**src/rtl/dfps_pkg.sv**
```systemverilog
package dfps_pkg;
  localparam int          ADDR_W     = 19;
  localparam int          DATA_W     = 32;
  localparam int          CNT_W      = 3;
  // transfer size codes
  localparam logic [1:0]  SIZE_LONG  = 2'h0;
  localparam logic [1:0]  SIZE_BYTE  = 2'h1;
  localparam logic [1:0]  SIZE_WORD  = 2'h2;
  // bank port width codes
  localparam logic [1:0]  PORT_32    = 2'h0;
  localparam logic [1:0]  PORT_8     = 2'h1;
  localparam logic [1:0]  PORT_16    = 2'h2;
  localparam logic        RW_WRITE   = 1'b0;
  localparam logic        RW_READ    = 1'b1;
  localparam logic [3:0]  CAS_16     = 4'h3;
  localparam logic [3:0]  CAS_8      = 4'h1;
  // reset values of the pin registers
  localparam logic [1:0]  RAS_N_RST  = 2'h3;
  localparam logic [3:0]  CAS_N_RST  = 4'hf;
  localparam logic        STRB_N_RST = 1'b1;
  localparam logic        DRV_N_RST  = 1'b1;
  // fastest precharge, in clocks
  localparam logic [1:0]  RP_MIN_CYC = 2'h1;
  localparam logic [1:0]  CP_MIN_CYC = 2'h1;

  typedef enum logic [2:0] {
    ST_IDLE, ST_PRE, ST_ROW, ST_HCOLW, ST_HCOLR, ST_COL, ST_ACK
  } dfps_state_t;

  function automatic logic [1:0] bank_bit(input logic b);
    bank_bit = b ? 2'h2 : 2'h1;
  endfunction

  function automatic logic [3:0] cas_sel(input logic [1:0] port, input logic [3:0] be);
    case (port)
      PORT_8:  cas_sel = CAS_8;
      PORT_16: cas_sel = CAS_16;
      default: cas_sel = be;
    endcase
  endfunction

  function automatic logic [CNT_W-1:0] clamp_cnt(input logic [1:0] n, input logic [1:0] lo,
                                                 input logic minus1);
    logic [1:0] v;
    v = (n < lo) ? lo : n;
    clamp_cnt = {1'b0, v} - {2'b00, minus1};
  endfunction
endpackage

```
**src/rtl/dfps_trk_if.sv**
```systemverilog
`timescale 1ns/10ps
`default_nettype none
interface dfps_trk_if;
  logic [1:0]  valid;
  logic        hit;
  logic        lk_bank;
  logic [18:0] lk_row;
  logic        open_en;
  logic        open_bank;
  logic [18:0] open_row;
  logic [1:0]  close_en;
  modport ctl (output lk_bank, lk_row, open_en, open_bank, open_row, close_en,
               input valid, hit);
  modport trk (input lk_bank, lk_row, open_en, open_bank, open_row, close_en,
               output valid, hit);
endinterface
`default_nettype wire
```
**src/rtl/dfps_page_track.sv**
```systemverilog
`timescale 1ns/10ps
`default_nettype none
module dfps_page_track
  import dfps_pkg::*;
(
  input  wire logic i_clk,     // system clock
  input  wire logic i_sys_rst, // sync reset
  dfps_trk_if.trk   trk        // lookup and update port
);
  logic [ADDR_W-1:0] tag_r   [2];
  logic [ADDR_W-1:0] tag_nxt [2];
  logic [1:0]        vld_r;
  logic [1:0]        vld_nxt;

  always_comb begin
    vld_nxt = vld_r & ~trk.close_en;
    tag_nxt = tag_r;
    if (trk.open_en) begin
      vld_nxt[trk.open_bank] = 1'b1;
      tag_nxt[trk.open_bank] = trk.open_row;
    end
  end

  always_ff @(posedge i_clk) begin
    if (i_sys_rst) begin
      vld_r      <= 2'h0;
      tag_r[0]   <= '0;
      tag_r[1]   <= '0;
    end else begin
      vld_r      <= vld_nxt;
      tag_r      <= tag_nxt;
    end
  end

  assign trk.valid = vld_r;
  assign trk.hit   = vld_r[trk.lk_bank] && (tag_r[trk.lk_bank] == trk.lk_row);
endmodule
`default_nettype wire

```
**src/rtl/dfps_prech_timer.sv**
```systemverilog
`timescale 1ns/10ps
`default_nettype none
module dfps_prech_timer
  import dfps_pkg::*;
(
  input  wire logic             i_clk,     // system clock
  input  wire logic             i_sys_rst, // sync reset
  input  wire logic             i_load,    // start precharge
  input  wire logic [CNT_W-1:0] i_val,     // clocks still to wait
  output logic                  o_ready    // precharge met
);
  logic [CNT_W-1:0] cnt_r;
  logic [CNT_W-1:0] cnt_nxt;

  always_comb begin
    cnt_nxt = cnt_r;
    if (i_load) begin
      cnt_nxt = i_val;
    end else if (cnt_r != '0) begin
      cnt_nxt = cnt_r - 1'b1;
    end
  end

  always_ff @(posedge i_clk) begin
    if (i_sys_rst) begin
      cnt_r <= '0;
    end else begin
      cnt_r <= cnt_nxt;
    end
  end

  assign o_ready = (cnt_r == '0);
endmodule
`default_nettype wire

```
**src/rtl/dfps_seq.sv**
```systemverilog
`timescale 1ns/10ps
`default_nettype none
// What this block does
// - new-page write cycle one: row address, write select, word size, start strobe
// - row strobe asserts in the low phase of the first new-page cycle
// - second cycle: start strobe off, column address, write data on upper lanes
// - next low phase: column strobes by port width and byte lanes
// - acknowledge one clock before the transfer ends
// - at end drop acknowledge and column strobes, keep row strobe open
// - release the whole data bus after a write completes
// - page-hit write: column address with start, data next, strobes after
// - page miss waits row precharge then runs a full new-page transfer
// - other bank already precharged, so start without delay
// - byte read from 8-bit port: read select, byte size, lowest strobe
// - read data captured on the edge after the acknowledge clock
// - page miss drops row strobe next clock, starts after precharge
// - page-miss reads and writes share the same timing
// - losing mastership with a page open precharges the row strobe
// - unlocked grant loss in a DRAM transfer: finish, then release, precharge
// - unlocked grant loss in non-DRAM transfer: precharge next cycle, hold bus
// - unlocked grant loss while idle: release bus, precharge, next cycle
// - locked bus keeps mastership and open page when grant drops
// - external-master transfers behave as burst page mode
// - transfer to the other bank closes the open page
// - pending refresh closes the open page
// - burst page mode closes the page when the transfer ends
module dfps_seq
  import dfps_pkg::*;
(
  input  wire logic              i_clk,                   // system clock
  input  wire logic              i_sys_rst,               // sync reset
  input  wire logic              i_req,                   // transfer request, held
  input  wire logic              i_req_write,             // 1 write, 0 read
  input  wire logic              i_req_ext,               // external master request
  input  wire logic              i_req_bank,              // target bank
  input  wire logic [ADDR_W-1:0] i_req_row,               // row address
  input  wire logic [ADDR_W-1:0] i_req_col,               // column address
  input  wire logic [1:0]        i_req_size,              // size code
  input  wire logic [3:0]        i_req_be,                // byte lanes, 32-bit port
  input  wire logic [1:0]        i_port_width,            // bank port width
  input  wire logic              i_burst_page_mode,       // bank in burst page mode
  input  wire logic [DATA_W-1:0] i_wdata,                 // write data, low aligned
  input  wire logic [1:0]        i_rp_cycles,             // row precharge clocks
  input  wire logic [1:0]        i_cp_cycles,             // column precharge clocks
  input  wire logic              i_refresh_pending,       // refresh wants the bank
  input  wire logic              i_bus_grant_in,          // arbiter grant
  input  wire logic              i_bus_lock_bit,          // lock bus once granted
  input  wire logic              i_nondram_active,        // other bus transfer running
  input  wire logic [DATA_W-1:0] i_dq_in,                 // data bus in
  output logic [ADDR_W-1:0]      o_addr,                  // muxed row/column address
  output logic [1:0]             o_ras_n,                 // row strobes per bank
  output logic [3:0]             o_cas_n,                 // column strobes
  output logic                   o_dram_rw_select,        // 1 read, 0 write
  output logic [1:0]             o_transfer_size_code,    // size code
  output logic                   o_transfer_start_strobe_n, // start strobe
  output logic [DATA_W-1:0]      o_dq_out,                // data bus out
  output logic                   o_dq_oe,                 // data bus enable
  output logic                   o_bus_oe,                // bus control enable
  output logic                   o_bus_driven_out_n,      // mastership held
  output logic                   o_transfer_acknowledge,  // internal acknowledge
  output logic [DATA_W-1:0]      o_rdata,                 // captured read data
  output logic                   o_rdata_valid            // read data pulse
);
  dfps_trk_if trk ();

  dfps_state_t        st_r, st_nxt;
  logic               owner_r, owner_nxt;
  logic               locked_r, locked_nxt;
  logic               cw_r, cw_nxt;
  logic               cb_r, cb_nxt;
  logic               ccl_r, ccl_nxt;
  logic [ADDR_W-1:0]  crow_r, crow_nxt;
  logic [ADDR_W-1:0]  ccol_r, ccol_nxt;
  logic [1:0]         csz_r, csz_nxt;
  logic [1:0]         cport_r, cport_nxt;
  logic [3:0]         cbe_r, cbe_nxt;
  logic [DATA_W-1:0]  cwd_r, cwd_nxt;

  logic [ADDR_W-1:0]  addr_nxt;
  logic [1:0]         ras_n_nxt;
  logic [3:0]         cas_n_nxt;
  logic               rw_nxt;
  logic [1:0]         sz_nxt;
  logic               strb_n_nxt;
  logic [DATA_W-1:0]  dq_nxt;
  logic               dq_oe_nxt;
  logic               ack_nxt;
  logic [DATA_W-1:0]  rdata_nxt;
  logic               rvld_nxt;

  logic [1:0]         close;
  logic               open_en;
  logic               lose;
  logic               cas_load;
  logic               cas_rdy;
  logic [1:0]         ras_rdy;
  logic [CNT_W-1:0]   rp_val;
  logic [CNT_W-1:0]   cp_val;

  assign rp_val = clamp_cnt(i_rp_cycles, RP_MIN_CYC, 1'b1);
  assign cp_val = clamp_cnt(i_cp_cycles, CP_MIN_CYC, 1'b0);

  dfps_page_track u_trk (
    .i_clk     (i_clk),
    .i_sys_rst (i_sys_rst),
    .trk       (trk.trk)
  );

  dfps_prech_timer u_cas_tmr (
    .i_clk     (i_clk),
    .i_sys_rst (i_sys_rst),
    .i_load    (cas_load),
    .i_val     (cp_val),
    .o_ready   (cas_rdy)
  );

  // one row precharge timer per bank, so the idle bank never waits on the other bank's precharge
  for (genvar b = 0; b < 2; b++) begin : g_ras
    dfps_prech_timer u_ras_tmr (
      .i_clk     (i_clk),
      .i_sys_rst (i_sys_rst),
      .i_load    (close[b]),
      .i_val     (rp_val),
      .o_ready   (ras_rdy[b])
    );
  end

  assign trk.lk_bank  = i_req_bank;
  assign trk.lk_row   = i_req_row;
  assign trk.open_en  = open_en;
  assign trk.open_bank = cb_nxt;
  assign trk.open_row = crow_nxt;
  assign trk.close_en = close;

  assign locked_nxt = i_bus_lock_bit && (locked_r || i_bus_grant_in);
  assign lose = owner_r && !i_bus_grant_in && !locked_r;

  // sequencing and mastership
  always_comb begin
    st_nxt    = st_r;
    owner_nxt = owner_r;
    cw_nxt    = cw_r;
    cb_nxt    = cb_r;
    ccl_nxt   = ccl_r;
    crow_nxt  = crow_r;
    ccol_nxt  = ccol_r;
    csz_nxt   = csz_r;
    cport_nxt = cport_r;
    cbe_nxt   = cbe_r;
    cwd_nxt   = cwd_r;
    close     = 2'h0;
    open_en   = 1'b0;
    cas_load  = 1'b0;
    rdata_nxt = o_rdata;
    rvld_nxt  = 1'b0;
    case (st_r)
      ST_IDLE: begin
        if (!owner_r) begin
          if (i_bus_grant_in && !i_nondram_active) begin
            owner_nxt = 1'b1;
          end
        end else if (lose) begin
          close = trk.valid;
          if (!i_nondram_active) begin
            owner_nxt = 1'b0;
          end
        end else if (i_refresh_pending) begin
          close = trk.valid;
        end else if (i_req && !i_nondram_active) begin
          cw_nxt    = i_req_write;
          cb_nxt    = i_req_bank;
          ccl_nxt   = i_req_ext || i_burst_page_mode;
          crow_nxt  = i_req_row;
          ccol_nxt  = i_req_col;
          csz_nxt   = i_req_size;
          cport_nxt = i_port_width;
          cbe_nxt   = i_req_be;
          cwd_nxt   = i_wdata;
          if (trk.hit && !i_req_ext) begin
            if (cas_rdy) begin
              st_nxt = i_req_write ? ST_HCOLW : ST_HCOLR;
            end
          end else if (trk.valid[i_req_bank]) begin
            // same path for reads and writes
            close  = bank_bit(i_req_bank);
            st_nxt = ST_PRE;
          end else if (ras_rdy[i_req_bank]) begin
            close   = trk.valid & ~bank_bit(i_req_bank);
            open_en = 1'b1;
            st_nxt  = ST_ROW;
          end
        end
      end
      ST_PRE: begin
        if (ras_rdy[cb_r]) begin
          open_en = 1'b1;
          st_nxt  = ST_ROW;
        end
      end
      ST_ROW: begin
        st_nxt = ST_COL;
      end
      ST_HCOLW: begin
        st_nxt = ST_COL;
      end
      ST_HCOLR: begin
        st_nxt = ST_ACK;
      end
      ST_COL: begin
        st_nxt = ST_ACK;
      end
      ST_ACK: begin
        st_nxt   = ST_IDLE;
        cas_load = 1'b1;
        if (!cw_r) begin
          rdata_nxt = lane_take(cport_r, i_dq_in);
          rvld_nxt  = 1'b1;
        end
        if (lose) begin
          close     = trk.valid;
          owner_nxt = 1'b0;
        end else if (ccl_r || i_refresh_pending) begin
          close = bank_bit(cb_r);
        end
      end
      default: begin
        st_nxt = ST_IDLE;
      end
    endcase
  end

  function automatic logic [DATA_W-1:0] lane_take(input logic [1:0] port,
                                                  input logic [DATA_W-1:0] dq);
    case (port)
      PORT_8:  lane_take = {24'h000000, dq[31:24]};
      PORT_16: lane_take = {16'h0000, dq[31:16]};
      default: lane_take = dq;
    endcase
  endfunction

  function automatic logic [DATA_W-1:0] lane_put(input logic [1:0] port,
                                                 input logic [DATA_W-1:0] wd);
    case (port)
      PORT_8:  lane_put = {wd[7:0], 24'h000000};
      PORT_16: lane_put = {wd[15:0], 16'h0000};
      default: lane_put = wd;
    endcase
  endfunction

  // pin values for the cycle being entered; strobes marked for the low
  // phase are shown for the whole cycle, the half-clock skew is in the pad
  always_comb begin
    addr_nxt  = o_addr;
    rw_nxt    = cw_nxt ? RW_WRITE : RW_READ;
    sz_nxt    = csz_nxt;
    strb_n_nxt = 1'b1;
    cas_n_nxt = CAS_N_RST;
    dq_nxt    = o_dq_out;
    dq_oe_nxt = 1'b0;
    ack_nxt   = 1'b0;
    ras_n_nxt = ~((trk.valid & ~close) | (open_en ? bank_bit(cb_nxt) : 2'h0));
    case (st_nxt)
      ST_ROW: begin
        addr_nxt = crow_nxt;
        strb_n_nxt = 1'b0;
      end
      ST_HCOLW: begin
        addr_nxt = ccol_nxt;
        strb_n_nxt = 1'b0;
      end
      ST_HCOLR: begin
        addr_nxt  = ccol_nxt;
        strb_n_nxt = 1'b0;
        cas_n_nxt = ~cas_sel(cport_nxt, cbe_nxt);
      end
      ST_COL: begin
        addr_nxt  = ccol_nxt;
        cas_n_nxt = ~cas_sel(cport_nxt, cbe_nxt);
        dq_nxt    = lane_put(cport_nxt, cwd_nxt);
        dq_oe_nxt = cw_nxt;
      end
      ST_ACK: begin
        ack_nxt   = 1'b1;
        cas_n_nxt = o_cas_n;
        dq_oe_nxt = o_dq_oe;
      end
      default: begin
        strb_n_nxt = 1'b1;
      end
    endcase
  end

  always_ff @(posedge i_clk) begin
    if (i_sys_rst) begin
      st_r                      <= ST_IDLE;
      owner_r                   <= 1'b0;
      locked_r                  <= 1'b0;
      cw_r                      <= 1'b0;
      cb_r                      <= 1'b0;
      ccl_r                     <= 1'b0;
      crow_r                    <= '0;
      ccol_r                    <= '0;
      csz_r                     <= SIZE_LONG;
      cport_r                   <= PORT_32;
      cbe_r                     <= 4'h0;
      cwd_r                     <= '0;
      o_addr                    <= '0;
      o_ras_n                   <= RAS_N_RST;
      o_cas_n                   <= CAS_N_RST;
      o_dram_rw_select          <= RW_READ;
      o_transfer_size_code      <= SIZE_LONG;
      o_transfer_start_strobe_n <= STRB_N_RST;
      o_dq_out                  <= '0;
      o_dq_oe                   <= 1'b0;
      o_bus_oe                  <= 1'b0;
      o_bus_driven_out_n        <= DRV_N_RST;
      o_transfer_acknowledge    <= 1'b0;
      o_rdata                   <= '0;
      o_rdata_valid             <= 1'b0;
    end else begin
      st_r                      <= st_nxt;
      owner_r                   <= owner_nxt;
      locked_r                  <= locked_nxt;
      cw_r                      <= cw_nxt;
      cb_r                      <= cb_nxt;
      ccl_r                     <= ccl_nxt;
      crow_r                    <= crow_nxt;
      ccol_r                    <= ccol_nxt;
      csz_r                     <= csz_nxt;
      cport_r                   <= cport_nxt;
      cbe_r                     <= cbe_nxt;
      cwd_r                     <= cwd_nxt;
      o_addr                    <= addr_nxt;
      o_ras_n                   <= ras_n_nxt;
      o_cas_n                   <= cas_n_nxt;
      o_dram_rw_select          <= rw_nxt;
      o_transfer_size_code      <= sz_nxt;
      o_transfer_start_strobe_n <= strb_n_nxt;
      o_dq_out                  <= dq_nxt;
      o_dq_oe                   <= dq_oe_nxt;
      o_bus_oe                  <= owner_nxt;
      o_bus_driven_out_n        <= ~owner_nxt;
      o_transfer_acknowledge    <= ack_nxt;
      o_rdata                   <= rdata_nxt;
      o_rdata_valid             <= rvld_nxt;
    end
  end
endmodule
`default_nettype wire

```
**config.mk**
```make
export PLATFORM = sky130hd
export DESIGN_NAME = dfps_seq
export DESIGN_NICKNAME = d
export VERILOG_FILES = /design/src/rtl/dfps_pkg.sv /design/src/rtl/dfps_trk_if.sv /design/src/rtl/dfps_page_track.sv /design/src/rtl/dfps_prech_timer.sv /design/src/rtl/dfps_seq.sv
export SDC_FILE = /design/constraint.sdc
export NUM_CORES = 1
export LEC_CHECK = 0
export ABC_AREA = 1
export BUFFER_PORTS_ARGS = -buffer_cell sky130_fd_sc_hd__buf_2
export CAP_MARGIN = 20
export CORE_AREA = 4 4 175 177
export CTS_BUF_LIST = sky130_fd_sc_hd__clkbuf_2 sky130_fd_sc_hd__clkbuf_4 sky130_fd_sc_hd__clkbuf_8
export DETAILED_ROUTE_END_ITERATION = 12
export DIE_AREA = 0 0 179 181
export GPL_TIMING_DRIVEN = 0
export PLACE_DENSITY = 0.57
export SLEW_MARGIN = 0
export SYNTH_ARGS = -nofsm -noshare
export SYNTH_HDL_FRONTEND = slang
export SYNTH_SLANG_ARGS = --single-unit
```
**constraint.sdc**
```tcl
create_clock -name i_clk -period 8.8 [get_ports i_clk]
set_input_delay 0.88 -clock i_clk [delete_from_list [all_inputs] [get_ports i_clk]]
set_output_delay 0.88 -clock i_clk [all_outputs]
set_load 0.01 [all_outputs]
```
=== Word-level counts from Yosys, hierarchy flattened ===
Cells that the tools add are included.

* $add $sub $neg: 4
* Multiply operators: 0
* Divide/modulo/power cells: 0
* Magnitude comparators: 9
* Equal/unequal tests: 16
* Shift operators: 0
* Mux-type cells: 111
* Bitwise gates (word level): 16
* Reductions and logical operators: 35

{| class="wikitable"
|+ Operators with widths
! operator !! number
|-
| two-way mux 19 bit || 14
|-
| two-way mux 32 bit || 5
|-
| one-hot mux 32 bit (2 select lines) || 2
|-
| two-way mux 2 bit || 23
|-
| two-way mux 3 bit || 14
|-
| bitwise mux 38 bit || 1
|-
| one-hot mux 19 bit (2 select lines) || 1
|-
| two-way mux 1 bit || 35
|-
| two-way mux 4 bit || 7
|-
| demux 19 bit (select 1 bit) || 1
|-
| equality test 19 bit || 1
|-
| equality test 3 bit, second input constant || 6
|-
| equality test 3 x 2 -> 1 bit, second input constant || 4
|-
| zero test 3 bit || 4
|-
| one-hot mux 3 bit (4 select lines) || 1
|-
| one-hot mux 4 bit (3 select lines) || 1
|-
| logical AND 1 bit || 9
|-
| nonzero test 3 bit || 3
|-
| subtractor 3 x 1 -> 3 bit, second input constant || 3
|-
| NOT 4 bit || 2
|-
| one-hot mux 4 bit (2 select lines) || 1
|-
| nonzero test 2 bit || 4
|-
| OR reduction 2 bit || 4
|-
| < comparator 1 x 2 -> 1 bit, second input constant || 3
|-
| other kinds (20) || 42
|}

* Register bits after elaboration: 230
* Bits in latches: 0
* RAM bits: 0
* Bits in read-only memories: 0
* Input port bits: 125
* Output and inout bits: 98
* Logic and storage cells: 221
* Memories: 0

=== Logic depth before layout (Yosys ltp) ===
* Word-level depth: 17
* Depth in mapped cells: 23

=== Hierarchy ===
From an unflattened synthesis, not the netlist that was laid out.

* Cells, all modules: 1504
* Area total of the unflattened synthesis: 10591.4 µm²

{| class="wikitable"
|+ Modules (own cells, without submodules)
! module !! times used !! cells each !! area an instance (µm²) !! sequential area each (µm²)
|-
| dfps_seq || 1 || 1108 || 8018.9 || 3623.5
|-
| dfps_page_track || 1 || 312 || 1975.6 || 800.8
|-
| dfps_prech_timer || 3 || 28 || 198.9 || 60.1
|}

=== Worst setup path after synthesis ===
OpenSTA, ideal clock, no wires.

* Path type: input -> register
* From: in i_nondram_active
* To: reg o_dq_out[16]
* Library setup time: 116 ps
* Data arrival time: 3562 ps
* Setup slack: 5121 ps
* Cell stages on the path: 18
* Buffers on the path: 5
* Path through: inv_1 nand3_1 nor3_1 inv_1 nor2_4 inv_2 clkbuf_1 clkbuf_1 o21ai_0 inv_1 ha_1 clkbuf_1 inv_1 clkbuf_1 clkbuf_1 o221ai_1 o211ai_1 inv_1

* Cells in the longest elaborated chain, start to end: 9

{| class="wikitable"
|+ RTL lines
! element !! RTL line !! RTL
|-
| start, declared || dfps_seq.sv:48 || <nowiki>input wire logic i_nondram_active,</nowiki>
|-
| zero test 1 bit (*) || dfps_seq.sv:169 || <nowiki>end else if (i_req && !i_nondram_active) begin</nowiki>
|-
| logical AND 1 bit (*) || dfps_seq.sv:169 ||
|-
| two-way mux 2 bit (*) || dfps_seq.sv:169 ||
|-
| two-way mux 2 bit (*) || dfps_seq.sv:167 || <nowiki>end else if (i_refresh_pending) begin</nowiki>
|-
| two-way mux 2 bit (*) || dfps_seq.sv:162 || <nowiki>end else if (lose) begin</nowiki>
|-
| two-way mux 2 bit (*) || dfps_seq.sv:158 || <nowiki>if (!owner_r) begin</nowiki>
|-
| two-way mux 2 bit (*) || dfps_seq.sv:156 || <nowiki>case (st_r)</nowiki>
|-
| net cport_nxt[1] || dfps_seq.sv:75 || <nowiki>logic [1:0] cport_r, cport_nxt;</nowiki>
|-
| equality test 2 bit or equality test 2 x 1 -> 1 bit (tied branches) || dfps_seq.sv:243 || <nowiki>case (port)</nowiki>
|-
| one-hot mux 32 bit (2 select lines) (*) || dfps_seq.sv:243 ||
|-
| end signal, assigned || dfps_seq.sv:339 || <nowiki>o_dq_out <= dq_nxt;</nowiki>
|-
| end, declared || dfps_seq.sv:56 || <nowiki>output logic [DATA_W-1:0] o_dq_out,</nowiki>
|}

The timed path passes the listed nets; every way through them passes the cells marked *.
A chain may end at the register's enable or synchronous reset.

=== Worst setup path in the final report ===
* From: in i_bus_grant_in
* To: reg o_dq_out[18]

* Cells in the longest elaborated chain, start to end: 8

{| class="wikitable"
|+ RTL lines
! element !! RTL line !! RTL
|-
| start, declared || dfps_seq.sv:46 || <nowiki>input wire logic i_bus_grant_in,</nowiki>
|-
| zero test 1 bit (*) || dfps_seq.sv:136 || <nowiki>assign lose = owner_r && !i_bus_grant_in && !locked_r;</nowiki>
|-
| logical AND 1 bit (*) (2 in a row) || dfps_seq.sv:136 ||
|-
| two-way mux 2 bit (*) || dfps_seq.sv:162 ||
|-
| two-way mux 2 bit (*) || dfps_seq.sv:158 ||
|-
| two-way mux 2 bit (*) || dfps_seq.sv:156 ||
|-
| net cport_nxt[1] || dfps_seq.sv:75 ||
|-
| equality test 2 bit or equality test 2 x 1 -> 1 bit (tied branches) || dfps_seq.sv:243 ||
|-
| one-hot mux 32 bit (2 select lines) (*) || dfps_seq.sv:243 ||
|}

Marks and branches as above.

==> impl_metrics.env <==
export IMPL_ctsResizeCount=0
export IMPL_p_total_w=0.00259
export IMPL_dp_cells=1955
export IMPL_min_to="u_trk.tag_r[16]"
export IMPL_ys_seq_area_share_pct=45.8
export IMPL_nNetsFinal=1744
export IMPL_synth_cells=1344
export IMPL_finalCritPeriodShare_pct=51.9
export IMPL_clk_pin_slew_worst_paths_ns=0.06
export IMPL_cp_data_required_time_ns=9.24
export IMPL_cts_buffer_depth=3
export IMPL_num_rows=63
export IMPL_hold_ws_ns=0.461
export IMPL_ant_nets=0
export IMPL_wl_met2_um=16200
export IMPL_port_buffer_count=221
export IMPL_rr_worst_depth=17
export IMPL_hold_buffers=0
export IMPL_fp_dieW_um=179
export IMPL_drive_above_1_share_pct=24.6
export IMPL_worstSkewPairLatency_ns=0.56
export IMPL_viasPerCell=4.88
export IMPL_reg2reg_from="owner_r"
export IMPL_yosysWarnings=0
export IMPL_min_delay_start="u_trk.tag_r[16]"
export IMPL_dpl_hpwl_um=26400
export IMPL_drtIter0Drc=795
export IMPL_max_freq_mhz=219
export IMPL_routed_wl_um=35000
export IMPL_r2r_end="o_dq_out[18]"
export IMPL_area_delta_synth_final_pct=25.2
export IMPL_htree_num_levels=2
export IMPL_gr_total_overflow=0
export IMPL_worstMarginPinSlew_ns=0.769
export IMPL_max_cap_violations=0
export IMPL_wl_met1_um=15600
export IMPL_cts_root_buf="clkbuf_8"
export IMPL_dieArea_um2=32400
export IMPL_holdPathStages=2
export IMPL_fin_tns_setup_ns=0
export IMPL_fp_dieH_um=181
export IMPL_worst_path_max_fanout=10
export IMPL_hold_viol_final=0
export IMPL_io_pins=223
export IMPL_coreArea_um2=29200
export IMPL_cp_arrival_ns=5.01
export IMPL_outcome="complete, no violations"
export IMPL_p_leak_nw=6.15
export IMPL_grt_max_degree=13
export IMPL_end_kind="flip-flop"
export IMPL_grt_pass1_vias=9215
export IMPL_grt_usage_pct=20.8
export IMPL_grt_pass1_wl_um=52600
export IMPL_wire_per_inst_um=17.2
export IMPL_antenna_found_initial=7
export IMPL_worstSetupPathType="in -> reg"
export IMPL_drt_pre_antenna_iters=5
export IMPL_start_util_pct=34.4
export IMPL_final_area_um2=12600
export IMPL_syn_area_um2=10100
export IMPL_syn_nets=1479
export IMPL_route_detailed_drc=0
export IMPL_numClockSinks=230
export IMPL_rsz0062_at_grt="no"
export IMPL_finalSetupViolCount=0
export IMPL_cts_buffers=42
export IMPL_maxSlewViolCount=0
export IMPL_final_cells=2033
export IMPL_critPathLaunchType="input pin"
export IMPL_wl_met3_um=2370
export IMPL_synth_seq_cells=230
export IMPL_power_density_nw_per_um2=206
export IMPL_avgSynthCellArea_um2=7.49
export IMPL_skew_ns=0.0307
export IMPL_cts_tree="done"
export IMPL_period_minus_slack_ns=4.57
export IMPL_vias=9924
export IMPL_top_layer="met5"
export IMPL_cts_setup_buffers=0
export IMPL_min_path_type="reg -> reg"
export IMPL_routabilityCongestion=0.899
export IMPL_rrSetupSlack_ns=4.33
export IMPL_relSlewSlack_pct=48.6
export IMPL_place_area_um2=11700
export IMPL_synth_cell_types=45
export IMPL_irDropWorstVdd_uv=106
-- state kept, by name, indices dropped and copies added (netlist names), 2 cells and up --
signal                 flops
crow_r                    19
u_trk.trk.valid            2
ccol_r                    19
u_trk.tag_r               38
csz_r                      2
cbe_r                      4
cport_r                    2
o_cas_n                    4
u_cas_tmr.cnt_r            3
o_rdata                   32
o_ras_n                    2
g_ras.u_ras_tmr.cnt_r      6
st_r                       3
o_dq_out                  32
o_addr                    19
cwd_r                     32
-- worst max-delay path: stages --
cell      delay (ns)
buf_2           0.11
nor2_1          0.25
nor3_1          0.13
inv_1           0.12
nor2_4          0.06
inv_2           0.13
clkbuf_1        0.54
clkbuf_1        0.52
nand2_1         0.09
o21ai_0         0.18
inv_1           0.09
ha_1            0.27
clkbuf_1        0.23
inv_1           0.12
clkbuf_1        0.39
clkbuf_1        0.44
o221ai_1        0.23
o211ai_1        0.16
inv_1           0.06
-- logic make-up (layout without fill, tap and decap cells) --
family / after synthesis / in the layout / synth area share [%]
xor gates and xnor gates: 5 / 5 / 0.435
and+or+nand+nor: 583 / 583 / 25.3
buffers and inverters: 217 / 513 / 8.73
other: 0 / 3 / 0
DFF: 230 / 230 / 45.8
adders and majority gates: 10 / 10 / 1.24
muxes: 29 / 29 / 2.88
AOI/OAI and AO/OA: 270 / 270 / 15.7
-- cell usage after synthesis (all sizes together) --
| master | n | share of area [%] |
|---|---|---|
| o31ai | 11 | 1.0 |
| a211oi | 17 | 1.3 |
| xnor2 | 3 | 0.26 |
| clkbuf | 45 | 1.7 |
| inv | 144 | 5.4 |
| mux2i | 29 | 2.9 |
| clkinv | 1 | 0.037 |
| o221ai | 9 | 0.78 |
| buf | 27 | 1.6 |
| nand3 | 81 | 4.1 |
| a221oi | 8 | 0.70 |
| xor2 | 2 | 0.17 |
| ha | 10 | 1.2 |
| a21oi | 80 | 4.0 |
| and2 | 1 | 0.062 |
| nor2 | 192 | 7.5 |
| a311oi | 1 | 0.087 |
| dfxtp | 230 | 46 |
| nor3 | 5 | 0.25 |
| o21ai | 118 | 6.0 |
| a31oi | 1 | 0.062 |
| a22oi | 8 | 0.60 |
| o21bai | 1 | 0.075 |
| nand3b | 1 | 0.075 |
| o22ai | 6 | 0.37 |
| nand2 | 233 | 9.0 |
| nor4 | 3 | 0.19 |
| or2 | 58 | 3.6 |
| o211ai | 10 | 0.75 |
| nand4 | 9 | 0.56 |
-- cells in the final DEF (no fill, tap or decap), types with 10 or more instances in the layout --
master,count
a211oi_1,17
a21oi_1,80
buf_2,237
clkbuf_1,45
clkbuf_4,13
clkbuf_8,52
dfxtp_1,230
ha_1,10
inv_1,137
mux2i_1,29
nand2_1,224
nand3_1,80
nor2_1,186
o211ai_1,10
o21ai_0,113
or2_2,57
-- how the worst max path moves through the flow --
stage	to	depth (start not counted)	start	slack, ns
after detailed placement	o_dq_out[18]	19	i_bus_grant_in	3.67
after global routing	o_dq_out[19]	17	i_bus_grant_in	3.91
after global placement	o_dq_out[18]	17	i_bus_grant_in	3.64
after floorplan	o_dq_out[16]	18	i_nondram_active	5.12
after CTS	o_dq_out[18]	19	i_bus_grant_in	4.25
final	o_dq_out[18]	19	i_bus_grant_in	4.23
-- through the flow --
stage,setup WS (ns),util (%)
floorplan,5.12,-
global placement,3.64,39.9
detailed placement,3.67,39.9
CTS,4.25,43.0
global route,3.91,43.1
finish,4.23,43.1
-- area by class of cell --
cell class,count,area (µm²)
fillers,3040,16600
flip-flops and latches,230,4600
multi-input cells,897,4580
repair buffers,221,1110
clock buffers,65,813
inverters,145,547
well taps,390,488
plain buffers,72,332
clock inverters,10,120
diodes,3,7.51
-- where the power goes --
part           total (W)  internal (W)  switching [W]
clock            0.00112      0.000651       0.000469
combinational   0.000362      0.000128       0.000234
sequential       0.00111       0.00109      0.0000211
total            0.00259       0.00187       0.000724
-- metal layers --
metal / vias up / track usage (%)
met2: 351 / 32.9
met4: 8 / 5.80
met3: 68 / 4.39
li1: 4929 / -
met1: 4568 / 28.6
met5: - / 0
Note: power is estimated with default switching activity, not from simulation.
